--- config.mk ---
export PLATFORM = sky130hd
export DESIGN_NAME = hmc_control
export DESIGN_NICKNAME = d
export VERILOG_FILES = /design/src/hdl/hmc_pkg.sv /design/src/hdl/hmc_control.sv
export SDC_FILE = /design/constraint.sdc
export NUM_CORES = 1
export LEC_CHECK = 0
export BUFFER_PORTS_ARGS = -buffer_cell sky130_fd_sc_hd__buf_2
export CORE_MARGIN = 1.5
export CORE_UTILIZATION = 50
export DETAILED_ROUTE_END_ITERATION = 10
export GPL_ROUTABILITY_DRIVEN = 0
export PLACE_DENSITY = 0.79
export REMOVE_ABC_BUFFERS = 1
export SLEW_MARGIN = 25
export SYNTH_ARGS = -nofsm -noshare
export SYNTH_HDL_FRONTEND = slang
export SYNTH_SLANG_ARGS = --single-unit
--- constraint.sdc ---
create_clock -name REF_CLK -period 11.9 [get_ports REF_CLK]
set_clock_uncertainty 0.05 [all_clocks]
set_input_delay 0 -clock REF_CLK [delete_from_list [all_inputs] [get_ports REF_CLK]]
set_output_delay 0 -clock REF_CLK [all_outputs]
set_load 0.05 [all_outputs]
--- src/hdl/hmc_pkg.sv ---
// Constants shared by the Hall measurement control block.
// Assumes a 16-bit parallel register port fed by the serial interface block.
package hmc_pkg;
  // Register word addresses.
  localparam logic [8:0] ADDR_CFG_A = 9'h001;
  localparam logic [8:0] ADDR_CFG_B = 9'h002;
  localparam logic [8:0] ADDR_SPIN = 9'h004;
  localparam logic [8:0] ADDR_OUT_OPT = 9'h005;
  localparam logic [8:0] ADDR_BG_TEMP = 9'h00B;
  localparam logic [8:0] ADDR_RESULT_LOW = 9'h100;
  localparam logic [8:0] ADDR_RESULT_STAT = 9'h102;
  localparam logic [8:0] ADDR_TEMP_RES = 9'h104;
  // Reset value of every register.
  localparam logic [15:0] REG_RESET = 16'h0000;
  // Field positions of measure_config_a.
  localparam int START_BIT = 0;
  localparam int LEN_LO_MSB = 7;
  localparam int LEN_LO_LSB = 1;
  localparam int SENSOR_MSB = 11;
  localparam int SENSOR_LSB = 8;
  localparam int TEMP_SEL_BIT = 12;
  // Field positions of measure_config_b.
  localparam int WAIT_MSB = 7;
  localparam int WAIT_LSB = 0;
  localparam int LEN_HI_MSB = 10;
  localparam int LEN_HI_LSB = 8;
  localparam int TWO_PHASE_BIT = 12;
  // Field positions of spinning_config.
  localparam int SIGNS_MSB = 12;
  localparam int SIGNS_LSB = 9;
  // Field positions of output_options.
  localparam int ALT_READ_BIT = 0;
  localparam int PIN_PERM_BIT = 1;
  localparam int PIN_OD_BIT = 2;
  localparam int PARITY_EN_BIT = 3;
  localparam int SEQ_EN_BIT = 4;
  localparam int RANGE_EN_BIT = 5;
  // Field positions of background_temp_config and result_status.
  localparam int BG_MSB = 3;
  localparam int BG_LSB = 0;
  localparam int READY_BIT = 15;
  // Readout forced on a range warning in alternate readout mode.
  localparam logic [15:0] RANGE_FORCED = 16'h7FFF;
  // Number of settle cycles skipped before background temperature sampling.
  localparam logic [8:0] BG_SKIP = 9'h002;
  // Measurement states, one-hot.
  typedef enum logic [5:0] {
    ST_IDLE = 6'b000001,
    ST_BREAK = 6'b000010,
    ST_SETTLE = 6'b000100,
    ST_DECIM = 6'b001000,
    ST_SUM = 6'b010000,
    ST_HOLD = 6'b100000
  } hmc_state_t;
endpackage

--- src/hdl/hmc_control.sv ---
// Hall measurement control: register set, phase sequencing, decimation and result publication.
// Assumes the serial interface block hands over word accesses on REG_* already in the REF_CLK domain.
// What this block does
// - Start bit launches, clearing it aborts decimation.
// - Phase selections switch break-before-make.
// - Settle-wait cycles precede every decimation.
// - Decimation length assembled from two words.
// - Zero length field means one clock.
// - Accumulate modulator bits into phase value.
// - Completion sets ready flag, pin, result.
// - Reading result word clears ready, frees buffer.
// - Result MSB sits in status bits 1-0.
// - Ready pin drive mode selectable.
// - Nonzero sign field enables four-phase spinning.
// - Four phases stepped and signed-summed automatically.
// - Temperature measurements always use two phases.
// - Two-phase bit enables two-phase spinning.
// - Background temperature runs during wait cycles.
// - Temperature result valid after two windows.
// - Alternate readout returns result on word 1.
// - Range warning forces alternate readout 7FFF.
// - Alternate mode write clears ready.
// - Status bits inserted from result MSB.
// - All readable registers reset to zero.
`timescale 1ns/1ns
module hmc_control
  import hmc_pkg::*;
(
  input wire logic REF_CLK, // System clock, 10 MHz.
  input wire logic RST, // Asynchronous reset, active high.
  input wire logic [8:0] REG_ADDR, // Word address of a register access.
  input wire logic [15:0] REG_WDATA, // Write data.
  input wire logic REG_WR, // One-cycle write strobe.
  input wire logic REG_RD, // One-cycle read strobe.
  output logic [15:0] REG_RDATA, // Read data, valid the cycle after REG_RD.
  input wire logic MOD_BIT, // Sigma-delta modulator output bit.
  input wire logic RANGE_WARN, // Range warning from the front end.
  input wire logic [1:0] SEQ_NUM, // Sequence number for insertion.
  input wire logic CS_N_PIN, // Chip select pin, asynchronous.
  output logic [3:0] SENSOR_SEL, // Selected sensor.
  output logic TEMP_SEL, // Temperature sensor routed to modulator.
  output logic [3:0] PHASE_SEL, // One-hot Hall phase selection.
  output logic MOD_EN, // Modulator decimation window.
  output logic BG_TEMP_ACTIVE, // Background temperature sampling.
  output logic READY_OUT, // Ready pin output level.
  output logic READY_OE_N // Ready pin output enable, low drives.
);

  // Inserts parity, sequence number and range warning from the MSB end.
  function automatic logic [15:0] hmc_insert(input logic [15:0] v, input logic p_en, input logic p,
                                             input logic s_en, input logic [1:0] s,
                                             input logic r_en, input logic r);
    logic [15:0] o;
    int pos;
    o = v;
    pos = 15;
    if (p_en) begin
      o[pos] = p;
      pos = pos - 1;
    end
    if (s_en) begin
      o[pos] = s[1];
      o[pos-1] = s[0];
      pos = pos - 2;
    end
    if (r_en) begin
      o[pos] = r;
    end
    return o;
  endfunction

  // Configuration registers.
  logic [15:0] cfg_a_reg, cfg_b_reg, spin_reg, opt_reg, bg_reg; // Software-written words.
  // Measurement state.
  hmc_state_t state_reg, state_next; // Control state.
  logic [8:0] settle_cnt_reg; // Settle cycles elapsed.
  logic [10:0] dec_cnt_reg; // Decimation cycles elapsed.
  logic [1:0] phase_reg; // Current phase index.
  logic [2:0] nphase_reg; // Phases of this measurement.
  logic meas_temp_reg; // Measurement is a temperature one.
  logic signed [16:0] phase_acc_reg; // Single-phase accumulator.
  logic signed [16:0] total_reg; // Signed sum over phases.
  logic rng_meas_reg; // Range warning seen in this measurement.
  // Published result.
  logic [16:0] result_reg; // Published result value.
  logic result_temp_reg; // Published result came from temperature.
  logic result_rng_reg; // Published result had a range warning.
  logic ready_reg; // Ready flag, buffer occupied.
  // Background temperature.
  logic signed [15:0] bg_acc_reg; // Background accumulator.
  logic [5:0] bg_phase_reg; // Background phases in window.
  logic bg_window_reg; // First window completed.
  logic [15:0] temp_res_reg; // Published temperature result.
  // Chip select synchroniser.
  logic [2:0] cs_sync_reg; // Three-stage chain.
  logic cs_high_reg; // Debounced chip select level.

  // Register access decode.
  wire wr_cfg_a = REG_WR && (REG_ADDR == ADDR_CFG_A);
  wire rd_result = REG_RD && (REG_ADDR == ADDR_RESULT_LOW);
  wire alt_en = opt_reg[ALT_READ_BIT];
  wire start_write = wr_cfg_a && REG_WDATA[START_BIT];
  wire abort_write = wr_cfg_a && !REG_WDATA[START_BIT];
  wire measuring = !(state_reg == ST_IDLE);

  // Decimation length and its effective value.
  wire [10:0] dec_len = {cfg_b_reg[LEN_HI_MSB:LEN_HI_LSB], cfg_a_reg[LEN_LO_MSB:LEN_LO_LSB], 1'b0};
  wire [10:0] eff_len = (dec_len == 11'h000) ? 11'h001 : dec_len;
  wire [8:0] settle_len = {1'b0, cfg_b_reg[WAIT_MSB:WAIT_LSB]};
  wire [3:0] signs = spin_reg[SIGNS_MSB:SIGNS_LSB];
  wire [3:0] bg_count = bg_reg[BG_MSB:BG_LSB];

  // Phase count chosen at launch: temperature first, then four, then two.
  wire start_temp = REG_WDATA[TEMP_SEL_BIT];
  wire [2:0] start_nphase = start_temp ? 3'h2 :
                            (signs != 4'h0) ? 3'h4 :
                            cfg_b_reg[TWO_PHASE_BIT] ? 3'h2 : 3'h1;

  // Step conditions.
  wire settle_done = ({1'b0, settle_cnt_reg} + 10'h001) >= {1'b0, settle_len};
  wire dec_done = (dec_cnt_reg + 11'h001) >= eff_len;
  wire last_phase = ({1'b0, phase_reg} + 3'h1) >= nphase_reg;
  // Sign of the current phase: four-phase uses the sign field, two-phase subtracts phase one.
  wire phase_neg = (nphase_reg == 3'h4) ? signs[2'h3 - phase_reg] :
                   (nphase_reg == 3'h2) ? phase_reg[0] : 1'b0;
  wire signed [16:0] mod_step = MOD_BIT ? 17'sh00001 : -17'sh00001;
  // An abort in the publish cycle wins, so a cancelled run never reaches the result buffer.
  wire publish = (state_reg == ST_HOLD) && !ready_reg && !abort_write;

  // Background temperature window.
  wire bg_on = (bg_count != 4'h0) && (state_reg == ST_SETTLE) && (settle_cnt_reg >= BG_SKIP);
  wire bg_slot_end = (bg_count != 4'h0) && (state_reg == ST_SETTLE) && settle_done;
  wire bg_window_end = bg_slot_end && ((bg_phase_reg + 6'h01) == {bg_count, 2'b00});
  wire signed [15:0] bg_step = (MOD_BIT ^ bg_phase_reg[0]) ? 16'sh0001 : -16'sh0001;

  // Readout values.
  wire [15:0] alt_value = result_rng_reg ? RANGE_FORCED :
                          result_temp_reg ? result_reg[15:0] : result_reg[16:1];
  wire [15:0] low_value = hmc_insert(result_reg[15:0], opt_reg[PARITY_EN_BIT], ^result_reg,
                                     opt_reg[SEQ_EN_BIT], SEQ_NUM, opt_reg[RANGE_EN_BIT],
                                     result_rng_reg);
  wire [15:0] status_value = {ready_reg, 13'h0000, result_reg[16], result_reg[16]};
  wire [15:0] rdata_next = (REG_ADDR == ADDR_CFG_A) ? (alt_en ? alt_value : cfg_a_reg) :
                           (REG_ADDR == ADDR_CFG_B) ? cfg_b_reg :
                           (REG_ADDR == ADDR_SPIN) ? spin_reg :
                           (REG_ADDR == ADDR_OUT_OPT) ? opt_reg :
                           (REG_ADDR == ADDR_BG_TEMP) ? bg_reg :
                           (REG_ADDR == ADDR_RESULT_LOW) ? low_value :
                           (REG_ADDR == ADDR_RESULT_STAT) ? status_value :
                           (REG_ADDR == ADDR_TEMP_RES) ? temp_res_reg : 16'h0000;

  // Next state of the measurement sequence.
  always_comb begin
    state_next = state_reg;
    unique case (state_reg)
      ST_IDLE: begin
        if (start_write) begin
          state_next = ST_BREAK;
        end
      end
      ST_BREAK: begin
        state_next = ST_SETTLE;
      end
      ST_SETTLE: begin
        if (settle_done) begin
          state_next = ST_DECIM;
        end
      end
      ST_DECIM: begin
        if (dec_done) begin
          state_next = ST_SUM;
        end
      end
      ST_SUM: begin
        state_next = last_phase ? ST_HOLD : ST_BREAK;
      end
      ST_HOLD: begin
        if (publish) begin
          state_next = ST_IDLE;
        end
      end
    endcase
    if (abort_write && measuring) begin
      state_next = ST_IDLE;
    end
  end

  // Configuration registers; all start at zero.
  always_ff @(posedge REF_CLK or posedge RST) begin
    if (RST) begin
      cfg_a_reg <= REG_RESET;
      cfg_b_reg <= REG_RESET;
      spin_reg <= REG_RESET;
      opt_reg <= REG_RESET;
      bg_reg <= REG_RESET;
    end else if (REG_WR) begin
      if (REG_ADDR == ADDR_CFG_A) cfg_a_reg <= REG_WDATA;
      if (REG_ADDR == ADDR_CFG_B) cfg_b_reg <= REG_WDATA;
      if (REG_ADDR == ADDR_SPIN) spin_reg <= REG_WDATA;
      if (REG_ADDR == ADDR_OUT_OPT) opt_reg <= REG_WDATA;
      if (REG_ADDR == ADDR_BG_TEMP) bg_reg <= REG_WDATA;
    end
  end

  // State and counters of the sequence.
  always_ff @(posedge REF_CLK or posedge RST) begin
    if (RST) begin
      state_reg <= ST_IDLE;
      settle_cnt_reg <= 9'h000;
      dec_cnt_reg <= 11'h000;
      phase_reg <= 2'h0;
      nphase_reg <= 3'h1;
      meas_temp_reg <= 1'b0;
    end else begin
      state_reg <= state_next;
      settle_cnt_reg <= (state_reg == ST_SETTLE) ? settle_cnt_reg + 9'h001 : 9'h000;
      dec_cnt_reg <= (state_reg == ST_DECIM) ? dec_cnt_reg + 11'h001 : 11'h000;
      if (state_reg == ST_IDLE && start_write) begin
        phase_reg <= 2'h0;
        nphase_reg <= start_nphase;
        meas_temp_reg <= start_temp;
      end else if (state_reg == ST_SUM && !last_phase) begin
        phase_reg <= phase_reg + 2'h1;
      end
    end
  end

  // Decimation accumulator and phase summation.
  always_ff @(posedge REF_CLK or posedge RST) begin
    if (RST) begin
      phase_acc_reg <= 17'sh00000;
      total_reg <= 17'sh00000;
      rng_meas_reg <= 1'b0;
    end else begin
      if (state_reg == ST_BREAK) begin
        phase_acc_reg <= 17'sh00000;
      end else if (state_reg == ST_DECIM) begin
        phase_acc_reg <= phase_acc_reg + mod_step;
      end
      if (state_reg == ST_IDLE) begin
        total_reg <= 17'sh00000;
      end else if (state_reg == ST_SUM) begin
        total_reg <= phase_neg ? total_reg - phase_acc_reg : total_reg + phase_acc_reg;
      end
      if (state_reg == ST_IDLE) begin
        rng_meas_reg <= 1'b0;
      end else if (RANGE_WARN) begin
        rng_meas_reg <= 1'b1;
      end
    end
  end

  // Result buffer and ready flag; a waiting result publishes once the buffer is free.
  always_ff @(posedge REF_CLK or posedge RST) begin
    if (RST) begin
      result_reg <= 17'h00000;
      result_temp_reg <= 1'b0;
      result_rng_reg <= 1'b0;
      ready_reg <= 1'b0;
    end else begin
      if (publish) begin
        result_reg <= total_reg;
        result_temp_reg <= meas_temp_reg;
        result_rng_reg <= rng_meas_reg;
        ready_reg <= 1'b1;
      end else if (rd_result || (alt_en && wr_cfg_a)) begin
        ready_reg <= 1'b0;
      end
    end
  end

  // Background temperature sampling during settle cycles.
  always_ff @(posedge REF_CLK or posedge RST) begin
    if (RST) begin
      bg_acc_reg <= 16'sh0000;
      bg_phase_reg <= 6'h00;
      bg_window_reg <= 1'b0;
      temp_res_reg <= 16'h0000;
    end else if (bg_count == 4'h0) begin
      bg_acc_reg <= 16'sh0000;
      bg_phase_reg <= 6'h00;
      bg_window_reg <= 1'b0;
    end else begin
      if (bg_window_end) begin
        bg_acc_reg <= 16'sh0000;
        bg_phase_reg <= 6'h00;
        bg_window_reg <= 1'b1;
        if (bg_window_reg) begin
          temp_res_reg <= bg_acc_reg + (bg_on ? bg_step : 16'sh0000);
        end
      end else begin
        if (bg_on) begin
          bg_acc_reg <= bg_acc_reg + bg_step;
        end
        if (bg_slot_end) begin
          bg_phase_reg <= bg_phase_reg + 6'h01;
        end
      end
    end
  end

  // Read data register and chip select synchroniser.
  always_ff @(posedge REF_CLK or posedge RST) begin
    if (RST) begin
      REG_RDATA <= 16'h0000;
      cs_sync_reg <= 3'b111;
      cs_high_reg <= 1'b1;
    end else begin
      if (REG_RD) begin
        REG_RDATA <= rdata_next;
      end
      cs_sync_reg <= {cs_sync_reg[1:0], CS_N_PIN};
      if (cs_sync_reg[1] == cs_sync_reg[2]) begin
        cs_high_reg <= cs_sync_reg[2];
      end
    end
  end

  // Analogue controls; phases drop to none in the break cycle between phases.
  assign SENSOR_SEL = cfg_a_reg[SENSOR_MSB:SENSOR_LSB];
  assign TEMP_SEL = (measuring && meas_temp_reg) || bg_on;
  assign PHASE_SEL = (state_reg == ST_SETTLE || state_reg == ST_DECIM) ? (4'h1 << phase_reg) : 4'h0;
  assign MOD_EN = (state_reg == ST_DECIM);
  assign BG_TEMP_ACTIVE = bg_on;
  // Ready pin: push-pull drives the flag, open drain only pulls low while not ready.
  assign READY_OUT = opt_reg[PIN_OD_BIT] ? 1'b0 : ready_reg;
  assign READY_OE_N = (!opt_reg[PIN_PERM_BIT] && cs_high_reg) ||
                      (opt_reg[PIN_OD_BIT] && ready_reg);

  // Checks on the sequence and the register behaviour.
  logic [8:0] settle_seen_reg; // Cycles seen in settle, for checking.
  always_ff @(posedge REF_CLK or posedge RST) begin
    if (RST) settle_seen_reg <= 9'h000;
    else settle_seen_reg <= (state_reg == ST_SETTLE) ? settle_seen_reg + 9'h001 : 9'h000;
  end
endmodule // hmc_control

==> flow_metrics.py, run 1 <==
metrics = {
    "die": {
        "row_count": 60,
        "die_w_um": 169,
        "fp.coreArea_mm2": 0.0271,
        "io_pins": 63,
        "fp.dieH_um": 169,
        "die_area_mm2": 0.0287,
        "initial_core_util_pct": 51.1,
    },
    "status": {
        "status": "completed",
    },
    "grt": {
        "grt_pass1_vias": 10700,
        "grt_first_pass_wirelength_mm": 57.2,
        "gr-total-overflow": 0,
        "antenna_found_initial": 1,
        "track_usage_pct": 25.0,
        "grt_max_degree": 151,
    },
    "power_and_ir_drop": {
        "cellLeakagePower_uw": 0.00733,
        "peakVddDrop_v": 0.000176,
        "power_density_mw_per_mm2": 202,
    },
    "sta": {
        "max_clock_freq_ghz": 0.245,
        "fin_hold_ws_ps": 37.2,
        "slew_headroom_pct": 27.9,
        "rsz0062_at_grt": "false",
        "slew_viol_final": 0,
        "hold_viol": 0,
        "fin_crit_sh_pct": 34.2,
        "setup_violations": 0,
        "fin_crit_ps": 4070,
        "worstMarginPinSlew_ps": 1080,
        "setup_tns_ps": 0,
    },
    "critical_path": {
        "end_kind": "flop",
        "critPathKind": "reg -> reg",
        "worstPathRequired_ps": 12260,
        "cp_max_fo": 17,
        "worstPathCellList": "mux2i_1 -> a211oi_1 -> o21ai_2 -> o21ai_0 -> fa_1 -> nor2b_1 -> o31ai_1 -> a2111oi_0 -> nor3_1 -> o31ai_1 -> xnor2_1 -> nand2_1 -> mux2i_1",
        "cp_num_cells": 13,
        "slowest_delay_ps": 620,
        "cp.arrival_ps": 4430,
        "path_buf_inv": 0,
        "r2r_end": "total_reg[16]",
        "cp_slowest_cell": "a2111oi_0",
        "cp_top_family": "compound AO/OA/AOI/OAI gates",
        "reg2regPathDepth": 13,
        "r2r_slack_ps": 7830,
        "timing.rr.start": "phase_reg[1]",
        "worstSetupStartpointType": "flop",
    },
    "synth": {
        "synthArstFlopShare_pct": 100,
        "syn_inst": 1388,
        "ys_seq_area_share_pct": 40.9,
        "yosysTopAreaCell": "dfrtp_1",
        "yosys_register_bits": 226,
        "syn_area_mm2": 0.0139,
        "yosys_warnings": 0,
        "synth_edf_count": 0,
        "synth_top_area_share_pct": 39.7,
        "syn_area_per_cell_um2": 9.99,
        "synth_top_flop_cell": "dfrtp_1",
        "synth_area_leaders": "dfrtp_1, ha_1, mux2_2, xnor2_1, nand2_1",
        "synth.distinct_cells": 82,
    },
    "routing": {
        "vias": 11100,
        "post-route-drc-count": 0,
        "wl_mm": 35.8,
        "antenna_left": 0,
        "first_iter_violations": 1164,
        "drtPass1Iterations": 7,
        "wl_per_cell_um": 19.5,
        "routed_via_density": 6.06,
    },
    "cells_and_area": {
        "area_delta_synth_final_pct": 12.3,
        "fin_nets": 1564,
        "drive_gt1_share_pct": 15.5,
        "nFillCells": 2230,
        "insertedDiodeCount": 0,
    },
    "cts": {
        "cts_setup_buffers": 0,
        "cts_hold_buf": 25,
        "cts.root.buffer_cell": "clkbuf_16",
        "clk_pin_slew_ps": 60,
        "cts_resized": 0,
        "cts_tree": "yes",
        "cts_sinks": 226,
        "clk_latency_ps": 530,
        "htreeDepth": 1,
        "cts_buffers": 25,
        "clockBufferDepth": 3,
    },
    "worst_hold_path": {
        "hold_start": "REG_ADDR[2]",
        "worstHoldPathType": "in -> reg",
        "worstHoldEndpoint": "REG_RDATA[10]",
        "min_path_cells": 5,
    },
    "flow_run": {
        "drv_cap": 0,
    },
    "placement": {
        "dp_hpwl_mm": 25.3,
        "numPortBuffers": 62,
    },
}
-- routing by layer --
metal	wire, um	GRT usage (%)
met3	2700	4.34
met1	15700	34.2
met2	16100	39.6
met4	1360	10.4
met5	13	0
-- worst max-delay path by stage --
stage                       startpoint       endpoint
after floorplan                    RST   REG_RDATA[0]
after global placement    phase_reg[1]  total_reg[15]
after detailed placement  phase_reg[1]  total_reg[16]
after CTS                 phase_reg[1]  total_reg[16]
after global routing      phase_reg[1]  total_reg[16]
final                     phase_reg[1]  total_reg[16]
-- worst min-delay path: stages --
cell and delay, ps:
buf_2 150, or2_2 190, nor4_4 80, o221ai_1 70, a31oi_1 90
-- cell usage after synthesis (7+ instances only) --
library cell and number:
nand3b_1 12, or3_1 14, or4_1 8, nor2b_1 14, xor2_1 50, inv_1 46
o31ai_1 15, a22oi_1 22, clkbuf_1 39, dfrtp_1 220, buf_4 7, o221ai_1 10
mux2i_1 20, nand4_1 10, a21o_1 18, a21oi_1 44, nor2_1 69, nor4_1 10
mux2_2 82, mux2_1 14, a222oi_1 13, a22o_1 20, xnor2_1 61, o21ai_1 13
a211oi_1 9, nand2_1 135, nor3_1 30, nand2b_1 9, a31oi_1 19, o211ai_1 7
a41oi_1 7, ha_1 79, nand3_1 40, o21a_1 9, o21ai_0 84, and2_1 25
buf_2 9, and3_1 10
-- cell usage in the layout (no fill, tap or decap), types with 6 or more instances in the layout --
master         Yosys  final
dfrtp_1          220    220
nand2_1          135    135
o21ai_0           84     84
mux2_2            82     82
ha_1              79     79
nor2_1            69     69
buf_2              9     62
xnor2_1           61     60
xor2_1            50     50
inv_1             46     45
a21oi_1           44     44
nand3_1           40     40
nor3_1            30     29
and2_1            25     25
clkbuf_16          0     25
dlygate4sd3_1      0     25
a22oi_1           22     22
mux2i_1           20     20
a22o_1            20     20
a31oi_1           19     19
a21o_1            18     18
o31ai_1           15     15
or3_1             14     14
nor2b_1           14     14
mux2_1            14     14
a222oi_1          13     13
o21ai_1           13     12
nand3b_1          12     12
o221ai_1          10     10
and3_1            10     10
nand4_1           10     10
nor4_1            10     10
nand2b_1           9      9
a211oi_1           9      9
o21a_1             9      9
or4_1              8      8
a41oi_1            7      7
o211ai_1           7      7
o21bai_1           6      6
dfstp_2            6      6
-- kinds of logic (layout without fill, tap and decap cells) --
kind of cell / count (synthesis) / after routing / share of synthesized area (%)
muxes: 116 / 116 / 9.24
adders and majority gates: 83 / 83 / 7.64
DFF: 226 / 226 / 40.9
and+or+nand+nor: 415 / 415 / 15.8
xor gates and xnor gates: 111 / 111 / 7.01
AOI/OAI and AO/OA: 330 / 330 / 16.1
buffers and inverters: 107 / 184 / 3.33
-- cell type report --
type                       instances  area [um2]  share of cell area, %
clock buffer                      33         686                   4.41
clock inverter                    11         173                   1.11
inverter                          46         185                   1.19
multi-input combinational       1055        7760                   49.9
sequential                       226        5660                   36.4
tap                              372         465                   2.99
timing repair buffer              94         624                   4.01
-- power breakdown --
part | switching, uW | total, uW | internal [uW] | leakage (uW)
clock network | 321 | 815 | 494 | 0.000423
registers | 82.9 | 914 | 831 | 0.00296
logic | 796 | 1420 | 621 | 0.00395
-- through the flow --
stage,instance area [um2],instances,util [%],power (uW),worst slack [ps]
floorplan,13600,1327,-,2050,5670
global placement,14400,1766,53.1,2270,7640
detailed placement,14400,1766,53.1,2320,7520
CTS,15500,1835,57.2,3140,7500
global route,15600,1837,57.4,3350,7450
finish,15600,1837,57.4,3150,7830
No activity file was read; power rests on OpenSTA's default activity.
==> run 2, diff against run 1 <==
Settings changed: ABC_AREA from default to 1.
Clock period 11.9 ns to 3.95 ns, I/O delays scaled along.
==> run 2 against run 1 <==
Net effect:
- worst hold slack worse by 25 ps
- highest routed layer is now met4
- clock power grew to 3.1 times the previous value
- sequential cell count stayed put
- combinational power grew 88%
- largest cell class unchanged
- sequential power increased to 3.0 times the previous value
- synthesized cell count increased by 42%
- die area is 5.3% higher
- global-route usage grew 0.73 points
- critical path depth is 8 higher
- design area rose by 5.9%
- total power increased to 2.5 times the previous value
- sequential share of layout area is 2.0 points lower
==> flow_metrics.py, run 2 <==
metrics = {
    "status": {
        "status": "completed",
    },
    "synth": {
        "ys_seq_area_share_pct": 38.8,
        "synth_top_area_share_pct": 37.7,
        "syn_area_mm2": 0.0146,
        "synthArstFlopShare_pct": 100,
        "synth_edf_count": 0,
        "synth_top_flop_cell": "dfrtp_1",
        "yosysTopAreaCell": "dfrtp_1",
        "yosys-top-cells-count": "nand2_1, inv_1, o21ai_0",
        "syn_inst": 1973,
        "synth.distinct_cells": 58,
        "yosys_warnings": 0,
        "yosysMostFrequentCell": "nand2_1",
        "syn_area_per_cell_um2": 7.41,
        "yosys_register_bits": 226,
        "synth_area_leaders": "dfrtp_1, nand2_1, o21ai_0, inv_1, ha_1",
    },
    "placement": {
        "dp_hpwl_mm": 28.5,
        "dp_slack_ps": 568,
        "numPortBuffers": 62,
        "place_inst": 2374,
    },
    "power_and_ir_drop": {
        "power_density_mw_per_mm2": 484,
        "cellLeakagePower_uw": 0.00815,
        "peakVddDrop_v": 0.000332,
        "total_power_uw": 7970,
    },
    "worst_hold_path": {
        "worstHoldPathType": "in -> reg",
    },
    "cells_and_area": {
        "fin_nets": 2164,
        "final_cell_mix": "nand2_1, inv_1, o21ai_0",
        "stdcell_count": 2450,
        "mostFrequentLayoutCell": "nand2_1",
        "nFillCells": 2486,
        "drive_gt1_share_pct": 9.10,
        "insertedDiodeCount": 0,
        "fin_util_pct": 57.4,
        "area_delta_synth_final_pct": 12.8,
    },
    "cts": {
        "cts_setup_buffers": 0,
        "cts_hold_buf": 30,
        "clk_pin_slew_ps": 60,
        "cts_sinks": 226,
        "clk_latency_ps": 520,
        "clockBufferDepth": 3,
        "cts.root.buffer_cell": "clkbuf_16",
        "htreeDepth": 1,
        "cts_buffers": 25,
        "cts_resized": 0,
        "cts_tree": "yes",
    },
    "sta": {
        "fin_crit_sh_pct": 86.3,
        "slew_headroom_pct": 30.0,
        "hold_viol": 0,
        "slew_viol_final": 0,
        "fin_crit_ps": 3410,
        "rsz0062_at_grt": "false",
        "max_clock_freq_ghz": 0.293,
        "setup_ws_ps": 539,
        "setup_violations": 0,
        "worstMarginPinSlew_ps": 1050,
    },
    "critical_path": {
        "end_kind": "flop",
        "worstPathRequired_ps": 4270,
        "cp_max_fo": 4,
        "critPathKind": "reg -> reg",
        "cp.arrival_ps": 3730,
        "worstSetupStartpointType": "flop",
    },
    "flow_run": {
        "drv_cap": 0,
    },
    "grt": {
        "gr-total-overflow": 0,
        "grt_pass1_vias": 12900,
        "track_usage_pct": 25.8,
        "antenna_found_initial": 0,
        "grt_max_degree": 126,
        "grt_first_pass_wirelength_mm": 64.2,
    },
    "die": {
        "initial_core_util_pct": 50.9,
        "fp.dieH_um": 174,
        "die_area_mm2": 0.0303,
        "fp.coreArea_mm2": 0.0287,
        "io_pins": 63,
        "row_count": 62,
        "die_w_um": 174,
    },
    "routing": {
        "antenna_left": 0,
        "wl_mm": 39.0,
        "first_iter_violations": 1175,
        "vias": 13600,
        "post-route-drc-count": 0,
        "wl_per_cell_um": 15.9,
        "routed_via_density": 5.55,
        "drtPass1Iterations": 6,
    },
}
run 2: changes by cell type after synthesis, sizes merged, moves of 22 or more:
| cell | delta |
|---|---|
| nand2 | +385 |
| inv | +245 |
| o21ai | +161 |
| mux2 | -96 |
| a21oi | +56 |
| nor2 | +54 |
| xnor2 | -48 |
| nand3 | +41 |
| and2 | -26 |
| a22oi | -22 |
run 2: per-layer routing:
metal | vias up | part of all wire [%] | global-route usage (%)
li1 | 6656 | - | -
met1 | 6330 | 43 | 34.4
met2 | 522 | 47 | 43.4
met3 | 90 | 6.7 | 2.87
met4 | 0 | 3.3 | 9.41
met5 | - | 0 | 0
run 2: metrics by stage:
stage	TNS, ps	cell area [um2]	hold slack (ps)
2_1_floorplan	-519580	14400	-45.5
3_3_place_gp	0	15300	55.5
6_report	0	16500	12.3
5_1_grt	0	16500	19.6
4_1_cts	0	16500	8.81
3_5_place_dp	0	15300	58.9
run 2: layout make-up:
cell class,count,area [um2],share of cell area (%)
sequential,226,5660,34.4
multi-input combinational,1399,7610,46.2
clock inverter,17,249,1.51
timing repair buffer,104,721,4.37
clock buffer,28,647,3.93
tap,384,480,2.92
inverter,292,1100,6.70
run 2: path summary, 6_finish.rpt:
check                                  from          endpoint  slack, ps  depth (start not counted)
max in group asynchronous               RST   temp_res_reg[5]       2760                          4
min in group asynchronous               RST     nphase_reg[2]        110                          3
hold / removal                      MOD_BIT  phase_acc_reg[1]         10                          3
hold reg to reg              cs_sync_reg[0]    cs_sync_reg[1]        300                          0
setup reg to reg           phase_acc_reg[0]     total_reg[16]        540                         21
setup / recovery           phase_acc_reg[0]     total_reg[16]        540                         21
run 2: logic make-up (layout without fill, tap and decap cells):
family	after synthesis	count (layout)	synth area share, %
buffers and inverters	348	441	9.21
adder cells (fa/ha/maj)	83	83	7.24
AND/OR/NAND/NOR	798	798	23.6
AO/OA/AOI/OAI	462	462	17.8
flip-flops	226	226	38.8
XOR/XNOR	56	56	3.46
run 2: critical path, stage by stage (launching register included):
cell and delay [ps]:
dfrtp_1 410, inv_1 150, ha_1 170, inv_1 50, nor3_1 190, nand2_1 110, nor3_1 190, inv_1 80
o31ai_1 240, xor2_1 110, ha_1 340, nand2_1 90, nor2_1 130, inv_1 60, o211ai_1 210, nand2_1 80
inv_1 70, nand2_1 70, o21ai_0 210, a21oi_1 90, o21ai_0 70, o21ai_0 110
run 2: power by group:
group          internal, uW  switching, uW
clock network          1570            968
logic                   932           1740
registers              2530            233
